<file path="config.mk">
export PLATFORM = sky130hd
export DESIGN_NAME = oled_serial_port
export DESIGN_NICKNAME = d
export VERILOG_FILES = /design/src/rtl/oled_port_pkg.sv /design/src/rtl/pin_sync.sv /design/src/rtl/serial_shift.sv /design/src/rtl/oled_serial_port.sv
export SDC_FILE = /design/constraint.sdc
export NUM_CORES = 1
export LEC_CHECK = 0
export ABC_AREA = 0
export BUFFER_PORTS_ARGS = -buffer_cell sky130_fd_sc_hd__buf_2
export CORE_ASPECT_RATIO = 0.6
export CORE_MARGIN = 8
export CORE_UTILIZATION = 52
export CTS_CLUSTER_SIZE = 16
export DETAILED_ROUTE_END_ITERATION = 12
export PLACE_DENSITY = 0.89
export SYNTH_ARGS = -nofsm -noshare
export SYNTH_HDL_FRONTEND = slang
export SYNTH_SLANG_ARGS = --single-unit
</file>
<file path="constraint.sdc">
create_clock -name i_clk_sys -period 1.9 [get_ports i_clk_sys]
set_input_delay 0.475 -clock i_clk_sys [delete_from_list [all_inputs] [get_ports i_clk_sys]]
set_output_delay 0.475 -clock i_clk_sys [all_outputs]
set_load 0.005 [all_outputs]
</file>
<file path="src/rtl/oled_port_pkg.sv">
// Purpose: Shared constants for the serial command/data port
// Assumes: 32-bit register port, byte offsets
// Notes:   Reset values follow the controller power-on state
package oled_port_pkg;

    // Register offsets
    localparam logic [7:0] REG_CTRL     = 8'h00;
    localparam logic [7:0] REG_STATUS   = 8'h04;
    localparam logic [7:0] REG_CONFIG   = 8'h08;
    localparam logic [7:0] REG_LAST     = 8'h0c;

    // Field positions
    localparam int CTRL_RX_EN   = 0;
    localparam int ST_DISP_ON   = 0;
    localparam int ST_ENTIRE    = 1;
    localparam int ST_INVERSE   = 2;
    localparam int ST_SEG_REMAP = 3;
    localparam int ST_COM_REV   = 4;
    localparam int ST_BUSY      = 5;
    localparam int CFG_CONTRAST = 0;
    localparam int CFG_START    = 8;
    localparam int CFG_MUX      = 16;
    localparam int CFG_COL      = 24;
    localparam int LAST_IS_DATA = 8;

    // Reset values
    localparam logic       RST_RX_EN    = 1'h1;
    localparam logic [7:0] RST_CONTRAST = 8'h7f;
    localparam logic [5:0] RST_MUX      = 6'h3f;
    localparam logic [5:0] RST_START    = 6'h00;
    localparam logic [6:0] RST_COL      = 7'h00;
    localparam logic [6:0] COL_LAST     = 7'h7f;
    // Pin sync reset: hw_reset_n, cs_n, dc, sclk, sdata
    // Deselected with the link clock idle low, so no false clock edge follows reset
    localparam logic [4:0] PIN_RST      = 5'h08;

    // Command codes
    localparam logic [7:0] CMD_DISP_OFF = 8'hae;
    localparam logic [7:0] CMD_DISP_ON  = 8'haf;
    localparam logic [7:0] CMD_RAM_SHOW = 8'ha4;
    localparam logic [7:0] CMD_ALL_ON   = 8'ha5;
    localparam logic [7:0] CMD_NORMAL   = 8'ha6;
    localparam logic [7:0] CMD_INVERSE  = 8'ha7;
    localparam logic [7:0] CMD_SEG_NORM = 8'ha0;
    localparam logic [7:0] CMD_SEG_REV  = 8'ha1;
    localparam logic [7:0] CMD_COM_NORM = 8'hc0;
    localparam logic [7:0] CMD_COM_REV  = 8'hc8;
    localparam logic [7:0] CMD_CONTRAST = 8'h81;
    localparam logic [7:0] CMD_MUX      = 8'ha8;

    typedef enum logic [1:0] {
        ST_IDLE     = 2'b00,
        ST_GET_CONT = 2'b01,
        ST_GET_MUX  = 2'b10
    } cmd_state_t;

endpackage

</file>
<file path="src/rtl/pin_sync.sv">
// Purpose: Three-stage synchroniser with agreement filter
// Assumes: Inputs asynchronous to i_clk_sys
// Notes:   Output moves only when stages two and three agree
module pin_sync #(
    parameter int         WIDTH   = 1,
    parameter logic [4:0] RST_VAL = 5'h00
) (
    input  wire logic             i_clk_sys,
    input  wire logic             i_rstn,
    input  wire logic [WIDTH-1:0] i_pin,
    output logic      [WIDTH-1:0] o_level
);
    logic [WIDTH-1:0] s1_q;
    logic [WIDTH-1:0] s2_q;
    logic [WIDTH-1:0] s3_q;

    always_ff @(posedge i_clk_sys)
    begin
        if (!i_rstn)
        begin
            s1_q    <= RST_VAL[WIDTH-1:0];
            s2_q    <= RST_VAL[WIDTH-1:0];
            s3_q    <= RST_VAL[WIDTH-1:0];
            o_level <= RST_VAL[WIDTH-1:0];
        end
        else
        begin
            s1_q <= i_pin;
            s2_q <= s1_q;
            s3_q <= s2_q;
            for (int i = 0; i < WIDTH; i++)
            begin
                if (s2_q[i] == s3_q[i])
                    o_level[i] <= s3_q[i];
            end
        end
    end
endmodule

</file>
<file path="src/rtl/serial_shift.sv">
// Purpose: Assembles serial bits into bytes
// Assumes: Synchronised pins and a one-cycle serial clock rise strobe
// Notes:   Bit counter restarts whenever the select goes high
module serial_shift (
    input  wire logic       i_clk_sys,
    input  wire logic       i_rstn,
    input  wire logic       i_enable,
    input  wire logic       i_sclk_rise,
    input  wire logic       i_cs_n,
    input  wire logic       i_dc,
    input  wire logic       i_sdata,
    output logic      [7:0] o_byte,
    output logic            o_is_data,
    output logic            o_valid,
    output logic            o_busy
);
    logic [2:0] cnt_q;
    logic [6:0] sh_q;
    logic       dc_q;
    logic       take;

    assign take   = i_sclk_rise && !i_cs_n && i_enable;
    assign o_busy = (cnt_q != 3'h0);

    always_ff @(posedge i_clk_sys)
    begin
        if (!i_rstn || i_cs_n)
        begin
            cnt_q <= 3'h0;
            sh_q  <= 7'h00;
        end
        else if (take)
        begin
            cnt_q <= cnt_q + 3'h1;
            sh_q  <= {sh_q[5:0], i_sdata};
        end
    end

    always_ff @(posedge i_clk_sys)
    begin
        if (!i_rstn)
            dc_q <= 1'h0;
        else if (take && cnt_q == 3'h0)
            dc_q <= i_dc;
    end

    always_ff @(posedge i_clk_sys)
    begin
        if (!i_rstn)
        begin
            o_valid   <= 1'h0;
            o_byte    <= 8'h00;
            o_is_data <= 1'h0;
        end
        else
        begin
            o_valid <= take && cnt_q == 3'h7;
            if (take && cnt_q == 3'h7)
            begin
                o_byte    <= {sh_q, i_sdata};
                o_is_data <= dc_q;
            end
        end
    end

    a_msb_order: assert property (@(posedge i_clk_sys) disable iff (!i_rstn)
        o_valid |-> o_byte[0] == $past(i_sdata) && o_byte[7:1] == $past(sh_q))
        else $error("Byte not assembled msb first");
endmodule

</file>
<file path="src/rtl/oled_serial_port.sv">
// Purpose: Serial command/data input port of a passive-matrix display controller
// Assumes: Host drives clock, data and selects; no read path on the link
// Notes:   Link pins are oversampled by i_clk_sys, so the link clock must stay slow
//
// The address map and strobed register access were left to the implementer.
module oled_serial_port (
    input  wire logic        i_clk_sys,
    input  wire logic        i_rstn,
    input  wire logic        i_hw_reset_n,
    input  wire logic        i_cs_n,
    input  wire logic        i_dc,
    input  wire logic        i_sclk,
    input  wire logic        i_serial_data_in,
    input  wire logic [7:0]  i_addr,
    input  wire logic [31:0] i_wr_data,
    input  wire logic        i_wr,
    input  wire logic        i_rd,
    output logic      [31:0] o_rd_data,
    output logic             o_display_on,
    output logic             o_entire_on,
    output logic             o_inverse,
    output logic             o_seg_remap,
    output logic             o_com_rev,
    output logic      [7:0]  o_contrast,
    output logic      [5:0]  o_mux_ratio,
    output logic      [5:0]  o_start_line,
    output logic      [6:0]  o_col_addr,
    output logic      [7:0]  o_data_byte,
    output logic             o_data_valid
);

    ////////////////////////////////////////////////////////////////////////////
    // Pin synchronisers
    logic [4:0] pins_s;
    logic       hw_rst_n_s;
    logic       cs_n_s;
    logic       dc_s;
    logic       sclk_s;
    logic       sdata_s;
    logic       sclk_prev_q;
    logic       sclk_rise;
    logic       init_n;

    pin_sync #(
        .WIDTH   (5),
        .RST_VAL (oled_port_pkg::PIN_RST)
    ) u_pins (
        .i_clk_sys (i_clk_sys),
        .i_rstn    (i_rstn),
        .i_pin     ({i_hw_reset_n, i_cs_n, i_dc, i_sclk, i_serial_data_in}),
        .o_level   (pins_s)
    );

    assign {hw_rst_n_s, cs_n_s, dc_s, sclk_s, sdata_s} = pins_s;
    // Sync reset value holds hardware reset active until the pin is seen high
    assign init_n    = i_rstn && hw_rst_n_s;
    assign sclk_rise = sclk_s && !sclk_prev_q;

    always_ff @(posedge i_clk_sys)
    begin
        if (!i_rstn)
            sclk_prev_q <= 1'h0;
        else
            sclk_prev_q <= sclk_s;
    end

    ////////////////////////////////////////////////////////////////////////////
    // Byte assembly
    logic       rx_en_q;
    logic [7:0] rx_byte;
    logic       rx_is_data;
    logic       rx_valid;
    logic       rx_busy;

    serial_shift u_shift (
        .i_clk_sys   (i_clk_sys),
        .i_rstn      (init_n),
        .i_enable    (rx_en_q),
        .i_sclk_rise (sclk_rise),
        .i_cs_n      (cs_n_s),
        .i_dc        (dc_s),
        .i_sdata     (sdata_s),
        .o_byte      (rx_byte),
        .o_is_data   (rx_is_data),
        .o_valid     (rx_valid),
        .o_busy      (rx_busy)
    );

    ////////////////////////////////////////////////////////////////////////////
    // Command decoder and controller state
    oled_port_pkg::cmd_state_t state_q;
    logic       disp_on_q;
    logic       entire_q;
    logic       inverse_q;
    logic       seg_remap_q;
    logic       com_rev_q;
    logic [7:0] contrast_q;
    logic [5:0] mux_q;
    logic [5:0] start_q;
    logic [6:0] col_q;
    logic [7:0] data_q;
    logic       data_vld_q;
    logic [7:0] last_q;
    logic       last_dc_q;
    logic       cmd_vld;

    assign cmd_vld = rx_valid && !rx_is_data;

    always_ff @(posedge i_clk_sys)
    begin
        if (!init_n)
        begin
            state_q     <= oled_port_pkg::ST_IDLE;
            disp_on_q   <= 1'h0;
            entire_q    <= 1'h0;
            inverse_q   <= 1'h0;
            seg_remap_q <= 1'h0;
            com_rev_q   <= 1'h0;
            contrast_q  <= oled_port_pkg::RST_CONTRAST;
            mux_q       <= oled_port_pkg::RST_MUX;
            start_q     <= oled_port_pkg::RST_START;
        end
        else if (cmd_vld)
        begin
            case (state_q)
                oled_port_pkg::ST_GET_CONT:
                begin
                    contrast_q <= rx_byte;
                    state_q    <= oled_port_pkg::ST_IDLE;
                end
                oled_port_pkg::ST_GET_MUX:
                begin
                    mux_q   <= rx_byte[5:0];
                    state_q <= oled_port_pkg::ST_IDLE;
                end
                oled_port_pkg::ST_IDLE:
                begin
                    case (rx_byte)
                        oled_port_pkg::CMD_DISP_OFF: disp_on_q   <= 1'h0;
                        oled_port_pkg::CMD_DISP_ON:  disp_on_q   <= 1'h1;
                        oled_port_pkg::CMD_RAM_SHOW: entire_q    <= 1'h0;
                        oled_port_pkg::CMD_ALL_ON:   entire_q    <= 1'h1;
                        oled_port_pkg::CMD_NORMAL:   inverse_q   <= 1'h0;
                        oled_port_pkg::CMD_INVERSE:  inverse_q   <= 1'h1;
                        oled_port_pkg::CMD_SEG_NORM: seg_remap_q <= 1'h0;
                        oled_port_pkg::CMD_SEG_REV:  seg_remap_q <= 1'h1;
                        oled_port_pkg::CMD_COM_NORM: com_rev_q   <= 1'h0;
                        oled_port_pkg::CMD_COM_REV:  com_rev_q   <= 1'h1;
                        oled_port_pkg::CMD_CONTRAST: state_q     <= oled_port_pkg::ST_GET_CONT;
                        oled_port_pkg::CMD_MUX:      state_q     <= oled_port_pkg::ST_GET_MUX;
                        default:
                        begin
                            // Start line lives in codes 40..7f
                            if (rx_byte[7:6] == 2'h1)
                                start_q <= rx_byte[5:0];
                        end
                    endcase
                end
                default: state_q <= oled_port_pkg::ST_IDLE;
            endcase
        end
    end

    // Column counter: set by commands, advanced by each data byte
    always_ff @(posedge i_clk_sys)
    begin
        if (!init_n)
            col_q <= oled_port_pkg::RST_COL;
        else if (rx_valid && rx_is_data)
            col_q <= col_q + 7'h01;
        else if (cmd_vld && state_q == oled_port_pkg::ST_IDLE && rx_byte[7:4] == 4'h0)
            col_q <= {col_q[6:4], rx_byte[3:0]};
        else if (cmd_vld && state_q == oled_port_pkg::ST_IDLE && rx_byte[7:3] == 5'h02)
            col_q <= {rx_byte[2:0], col_q[3:0]};
    end

    always_ff @(posedge i_clk_sys)
    begin
        if (!init_n)
        begin
            data_q     <= 8'h00;
            data_vld_q <= 1'h0;
        end
        else
        begin
            data_vld_q <= rx_valid && rx_is_data;
            if (rx_valid && rx_is_data)
                data_q <= rx_byte;
        end
    end

    always_ff @(posedge i_clk_sys)
    begin
        if (!init_n)
        begin
            last_q    <= 8'h00;
            last_dc_q <= 1'h0;
        end
        else if (rx_valid)
        begin
            last_q    <= rx_byte;
            last_dc_q <= rx_is_data;
        end
    end

    ////////////////////////////////////////////////////////////////////////////
    // Register port
    // Receive enable survives a hardware reset so software keeps control
    always_ff @(posedge i_clk_sys)
    begin
        if (!i_rstn)
            rx_en_q <= oled_port_pkg::RST_RX_EN;
        else if (i_wr && i_addr == oled_port_pkg::REG_CTRL)
            rx_en_q <= i_wr_data[oled_port_pkg::CTRL_RX_EN];
    end

    always_ff @(posedge i_clk_sys)
    begin
        if (!i_rstn)
            o_rd_data <= 32'h0000_0000;
        else if (i_rd)
        begin
            case (i_addr)
                oled_port_pkg::REG_CTRL:
                    o_rd_data <= {31'h0000_0000, rx_en_q};
                oled_port_pkg::REG_STATUS:
                    o_rd_data <= {26'h000_0000, rx_busy, com_rev_q, seg_remap_q,
                                  inverse_q, entire_q, disp_on_q};
                oled_port_pkg::REG_CONFIG:
                    o_rd_data <= {1'h0, col_q, 2'h0, mux_q, 2'h0, start_q, contrast_q};
                oled_port_pkg::REG_LAST:
                    o_rd_data <= {23'h00_0000, last_dc_q, last_q};
                default:
                    o_rd_data <= 32'h0000_0000;
            endcase
        end
        else
            o_rd_data <= 32'h0000_0000;
    end

    ////////////////////////////////////////////////////////////////////////////
    // Outputs
    assign o_display_on = disp_on_q;
    assign o_entire_on  = entire_q;
    assign o_inverse    = inverse_q;
    assign o_seg_remap  = seg_remap_q;
    assign o_com_rev    = com_rev_q;
    assign o_contrast   = contrast_q;
    assign o_mux_ratio  = mux_q;
    assign o_start_line = start_q;
    assign o_col_addr   = col_q;
    assign o_data_byte  = data_q;
    assign o_data_valid = data_vld_q;

    ////////////////////////////////////////////////////////////////////////////
    // Checks
    a_cs_gates_byte: assert property (@(posedge i_clk_sys) disable iff (!i_rstn)
        cs_n_s |=> !rx_valid)
        else $error("Byte accepted while deselected");

    a_data_moves_col: assert property (@(posedge i_clk_sys) disable iff (!init_n)
        rx_valid && rx_is_data |=> col_q == $past(col_q) + 7'h01 && data_vld_q)
        else $error("Data byte did not advance column");

    a_cmd_not_data: assert property (@(posedge i_clk_sys) disable iff (!init_n)
        cmd_vld |=> !data_vld_q)
        else $error("Command byte leaked to data output");

    a_display_on_cmd: assert property (@(posedge i_clk_sys) disable iff (!init_n)
        cmd_vld && state_q == oled_port_pkg::ST_IDLE && rx_byte == oled_port_pkg::CMD_DISP_ON
        |=> disp_on_q)
        else $error("Display on command not acted on");

    a_contrast_pair: assert property (@(posedge i_clk_sys) disable iff (!init_n)
        cmd_vld && state_q == oled_port_pkg::ST_GET_CONT
        |=> contrast_q == $past(rx_byte) && state_q == oled_port_pkg::ST_IDLE)
        else $error("Contrast value not loaded");

    a_reset_display: assert property (@(posedge i_clk_sys) disable iff (!i_rstn)
        !hw_rst_n_s |=> !disp_on_q && mux_q == 6'h3f)
        else $error("Reset did not switch display off");

    a_reset_mapping: assert property (@(posedge i_clk_sys) disable iff (!i_rstn)
        !hw_rst_n_s |=> !seg_remap_q && !com_rev_q)
        else $error("Reset did not restore mapping");

    a_reset_shift: assert property (@(posedge i_clk_sys) disable iff (!i_rstn)
        !hw_rst_n_s |=> !rx_busy [*2])
        else $error("Reset left partial bits");

    a_reset_start: assert property (@(posedge i_clk_sys) disable iff (!i_rstn)
        !hw_rst_n_s |=> start_q == 6'h00 && col_q == 7'h00)
        else $error("Reset left start line or column");

    a_reset_contrast: assert property (@(posedge i_clk_sys) disable iff (!i_rstn)
        !hw_rst_n_s |=> contrast_q == 8'h7f && !entire_q && !inverse_q)
        else $error("Reset left contrast or display mode");

    a_deselect_clears: assert property (@(posedge i_clk_sys) disable iff (!i_rstn)
        $rose(cs_n_s) |=> !rx_busy)
        else $error("Deselect kept bit count");

    a_valid_pulse: assert property (@(posedge i_clk_sys) disable iff (!init_n)
        rx_valid |=> !rx_valid ##1 !rx_valid)
        else $error("Byte strobe longer than one cycle");

    a_data_matches_last: assert property (@(posedge i_clk_sys) disable iff (!init_n)
        data_vld_q |-> data_q == last_q && last_dc_q)
        else $error("Data output differs from last byte");

    a_mux_pair: assert property (@(posedge i_clk_sys) disable iff (!init_n)
        cmd_vld && state_q == oled_port_pkg::ST_GET_MUX
        |=> {2'h0, mux_q} == ($past(rx_byte) & 8'h3f) && state_q == oled_port_pkg::ST_IDLE)
        else $error("Mux ratio not loaded");

    a_start_line_cmd: assert property (@(posedge i_clk_sys) disable iff (!init_n)
        cmd_vld && state_q == oled_port_pkg::ST_IDLE && rx_byte[7:6] == 2'h1
        |=> {2'h1, start_q} == $past(rx_byte))
        else $error("Start line command not acted on");

    c_data_byte:  cover property (@(posedge i_clk_sys) disable iff (!init_n) data_vld_q);
    c_cmd_byte:   cover property (@(posedge i_clk_sys) disable iff (!init_n) cmd_vld);
    c_contrast:   cover property (@(posedge i_clk_sys) disable iff (!init_n)
        cmd_vld && state_q == oled_port_pkg::ST_GET_CONT);
    c_hw_reset:   cover property (@(posedge i_clk_sys) disable iff (!i_rstn) $fell(hw_rst_n_s));
endmodule

</file>
==> qor.yml <==
logic_synthesis:
  seq_area_frac_synth_pct: 53.0
  synth_top_family_by_area: "simple AND/OR/NAND/NOR gates"
  synth-simple-area-share_pct: 25.4
  synth_xor_area_share_pct: 0.190
  avgSynthCellArea_um2: 9.28
  synthCells: 496
  synth.top_cell.area_share_pct: 53.0
  synth_compound_area_share_pct: 8.18
  ys_ff_latch: 122
  synthTopCellsByArea: "dfxtp_1, mux2i_1, nand2_1"
  yosysWarnings: 0
  synth_common_cells: "dfxtp_1, nand2_1, nor2_1"
  synth_area_leader_cell: "dfxtp_1"
  async_flop_share_pct: 0
  synth.most_common_cell: "dfxtp_1"
  synthMuxAreaShare_pct: 7.83
  synthesis.area_mm2: 0.00460
  synth_fa_ha_area_share_pct: 1.09
  synth_edf_count: 0
  synthDistinctLibCells: 47
  synth-main-ff-cell: "dfxtp_1"
pwr:
  p_total_mw: 6.00
  leakagePower_nw: 2.46
  pwr_density_cell_mw_per_mm2: 1040
  max-vdd-ir-drop_uv: 650
setup_path:
  cp.arrival_ns: 2.04
  cp.required_ns: 2.20
  cp_cell_sequence: "nor2b_1 -> nand3b_1 -> mux2i_1 -> nand2_1"
  critical_path_class: "reg -> reg"
  crit_path_end_kind: "flop"
  critPathMaxStageDelay_ns: 0.43
  slowest_stage: "dfxtp_1"
  crit_fanout: 7
  start_kind: "flop"
clock_tree:
  clkSlewWorstSetupHoldPaths_ns: 0.05
  clock_sinks: 122
  hold_buffers: 0
  cts_post_setup_buffers_inserted: 0
  cts_buffer_depth: 2
  post_cts_resize_count: 0
  cts_max_level: 4
  cts_root_buffer: "clkbuf_16"
  insertion_delay_ns: 0.42
  cts_buffers: 17
  cts_tree: "yes"
floorplanning:
  die_area_mm2: 0.0122
  die_h_um: 88.9
  initial_core_util_pct: 53.8
  rows: 26
  num_io_pins: 122
  fp.dieW_um: 137
  fp.coreArea_mm2: 0.00856
placed_design:
  place_ws_ns: 0.112
  numPortBuffers: 85
  dp_hpwl_um: 7930
  place_congestion: 0.895
finish:
  nets: 636
  layout-drive-gt1-share_pct: 23.3
  post-route-util_pct: 67.2
  area_delta_synth_final_pct: 24.8
  diodes: 0
  n_fill_cell: 657
sta:
  fin_ws_ns: 0.158
  finalCritPeriodShare_pct: 91.7
  fin_worst_skew_ns: 0.00553
  slew_violations: 0
  max_freq_ghz: 0.574
  min_period_ns: 1.74
  hold_viol: 0
  setup-tns-final_ns: 0
  rsz0062_at_grt: "false"
  finalSetupViolCount: 0
global_routing:
  grt_pass1_vias: 3697
  met1_usage_pct: 23.3
  top_usage_layer: "met2"
  grt_first_pass_wirelength_um: 18400
  antenna_found_initial: 0
  grt_remaining_overflow: 0
  grt_util_met2_pct: 30.8
  grt_use_met3_pct: 8.36
  grt.total_usage_pct: 19.6
  grt_max_degree: 34
detailed_routing:
  wl_um: 11600
  postRouteAntennaNets: 0
  routedWlPerCell_um: 16.4
  dr_total_vias: 3883
  drt_iter0_markers: 282
  route.detailed.drc: 0
  firstDrtPassIters: 4
  viasPerCell: 5.48
outcome:
  status: "complete, no violations"
worst_hold_path:
  hold_class: "in -> reg"
run:
  cap_violations: 0
## layout by cell type, fill, tap and decap left out, types with 3 or more instances in the layout
cell       count
nand2_1       76
inv_1          4
clkbuf_16     17
ha_1           4
nor2b_1        3
nand4_1        8
dfxtp_1      122
nand3b_1       3
bufinv_16      3
mux2i_1       36
or3_1          3
a21boi_0       4
buf_2         85
clkbuf_8       6
buf_4         13
nand2b_1       9
a21oi_1       40
o211ai_1       3
o21ai_0        9
clkinv_2       4
nor2_1        46
nand3_1       22
a31oi_1        4
nor3_1         6
conb_1         5
and2_1        33
## stage by stage
step,instances,cell area [um2],hold WS (ns)
floorplan,500,4620,0.386
finish,708,5750,0.248
global route,708,5750,0.232
detailed placement,676,5120,0.402
global placement,676,5120,0.397
CTS,708,5750,0.242
## critical path: cells and delay by family, from the launching register on
kind             cells  cell delay, ns
multiplexers         1            0.27
flip-flops           1            0.43
AND/OR/NAND/NOR      3            0.91
## worst paths after layout
path	from	end	depth (start not counted)	slack, ns
max	u_shift.o_valid$_SDFF_PN0_	o_mux_ratio[2]$_SDFFE_PN1P_	4	0.16
min	i_cs_n	u_pins.s1_q[3]$_SDFF_PN1_	2	0.25
max reg2reg	u_shift.o_valid$_SDFF_PN0_	o_mux_ratio[2]$_SDFFE_PN1P_	4	0.16
min reg2reg	u_pins.s1_q[3]$_SDFF_PN1_	u_pins.s2_q[3]$_SDFF_PN1_	1	0.42
## metal layers
| metal | part of all wire (%) | vias to the layer above |
|---|---|---|
| met4 | 1.7 | 0 |
| met3 | 10 | 20 |
| li1 | - | 1844 |
| met1 | 43 | 1854 |
| met2 | 45 | 165 |
| met5 | 0 | - |
## kinds of logic (layout without fill, tap and decap cells)
logic type,count (synthesis),in the layout
buffers and inverters,39,135
DFF,122,122
adders and majority gates,4,4
AOI/OAI and AO/OA,66,66
xor gates and xnor gates,1,1
muxes,36,36
and+or+nand+nor,227,227
other,1,5
## power breakdown
group          switching, mW  internal [mW]  leakage, nW
combinational         0.0408         0.0335         1.16
clock                   1.09           2.26        0.313
sequential           0.00496           2.57        0.986
## state kept, by name, indices dropped and copies added, names as in the netlist, 6 cells and up
| signal | count |
|---|---|
| u_shift.sh_q | 7 |
| o_rd_data | 27 |
| o_mux_ratio | 6 |
| o_col_addr | 7 |
| last_q | 8 |
| u_shift.o_byte | 8 |
| o_contrast | 8 |
| o_start_line | 6 |
| o_data_byte | 8 |
## cell type report
cell class              instances  area (um2)  area share, %
clock buffers                  25         515           8.97
clock inverters                 7         110           1.92
inverters                       4        15.0          0.261
multi-input cells             339        1980           34.5
flip-flops and latches        122        2440           42.5
well taps                     112         140           2.44
repair buffers                 99         543           9.45
Note: power is estimated with default switching activity, not from simulation.
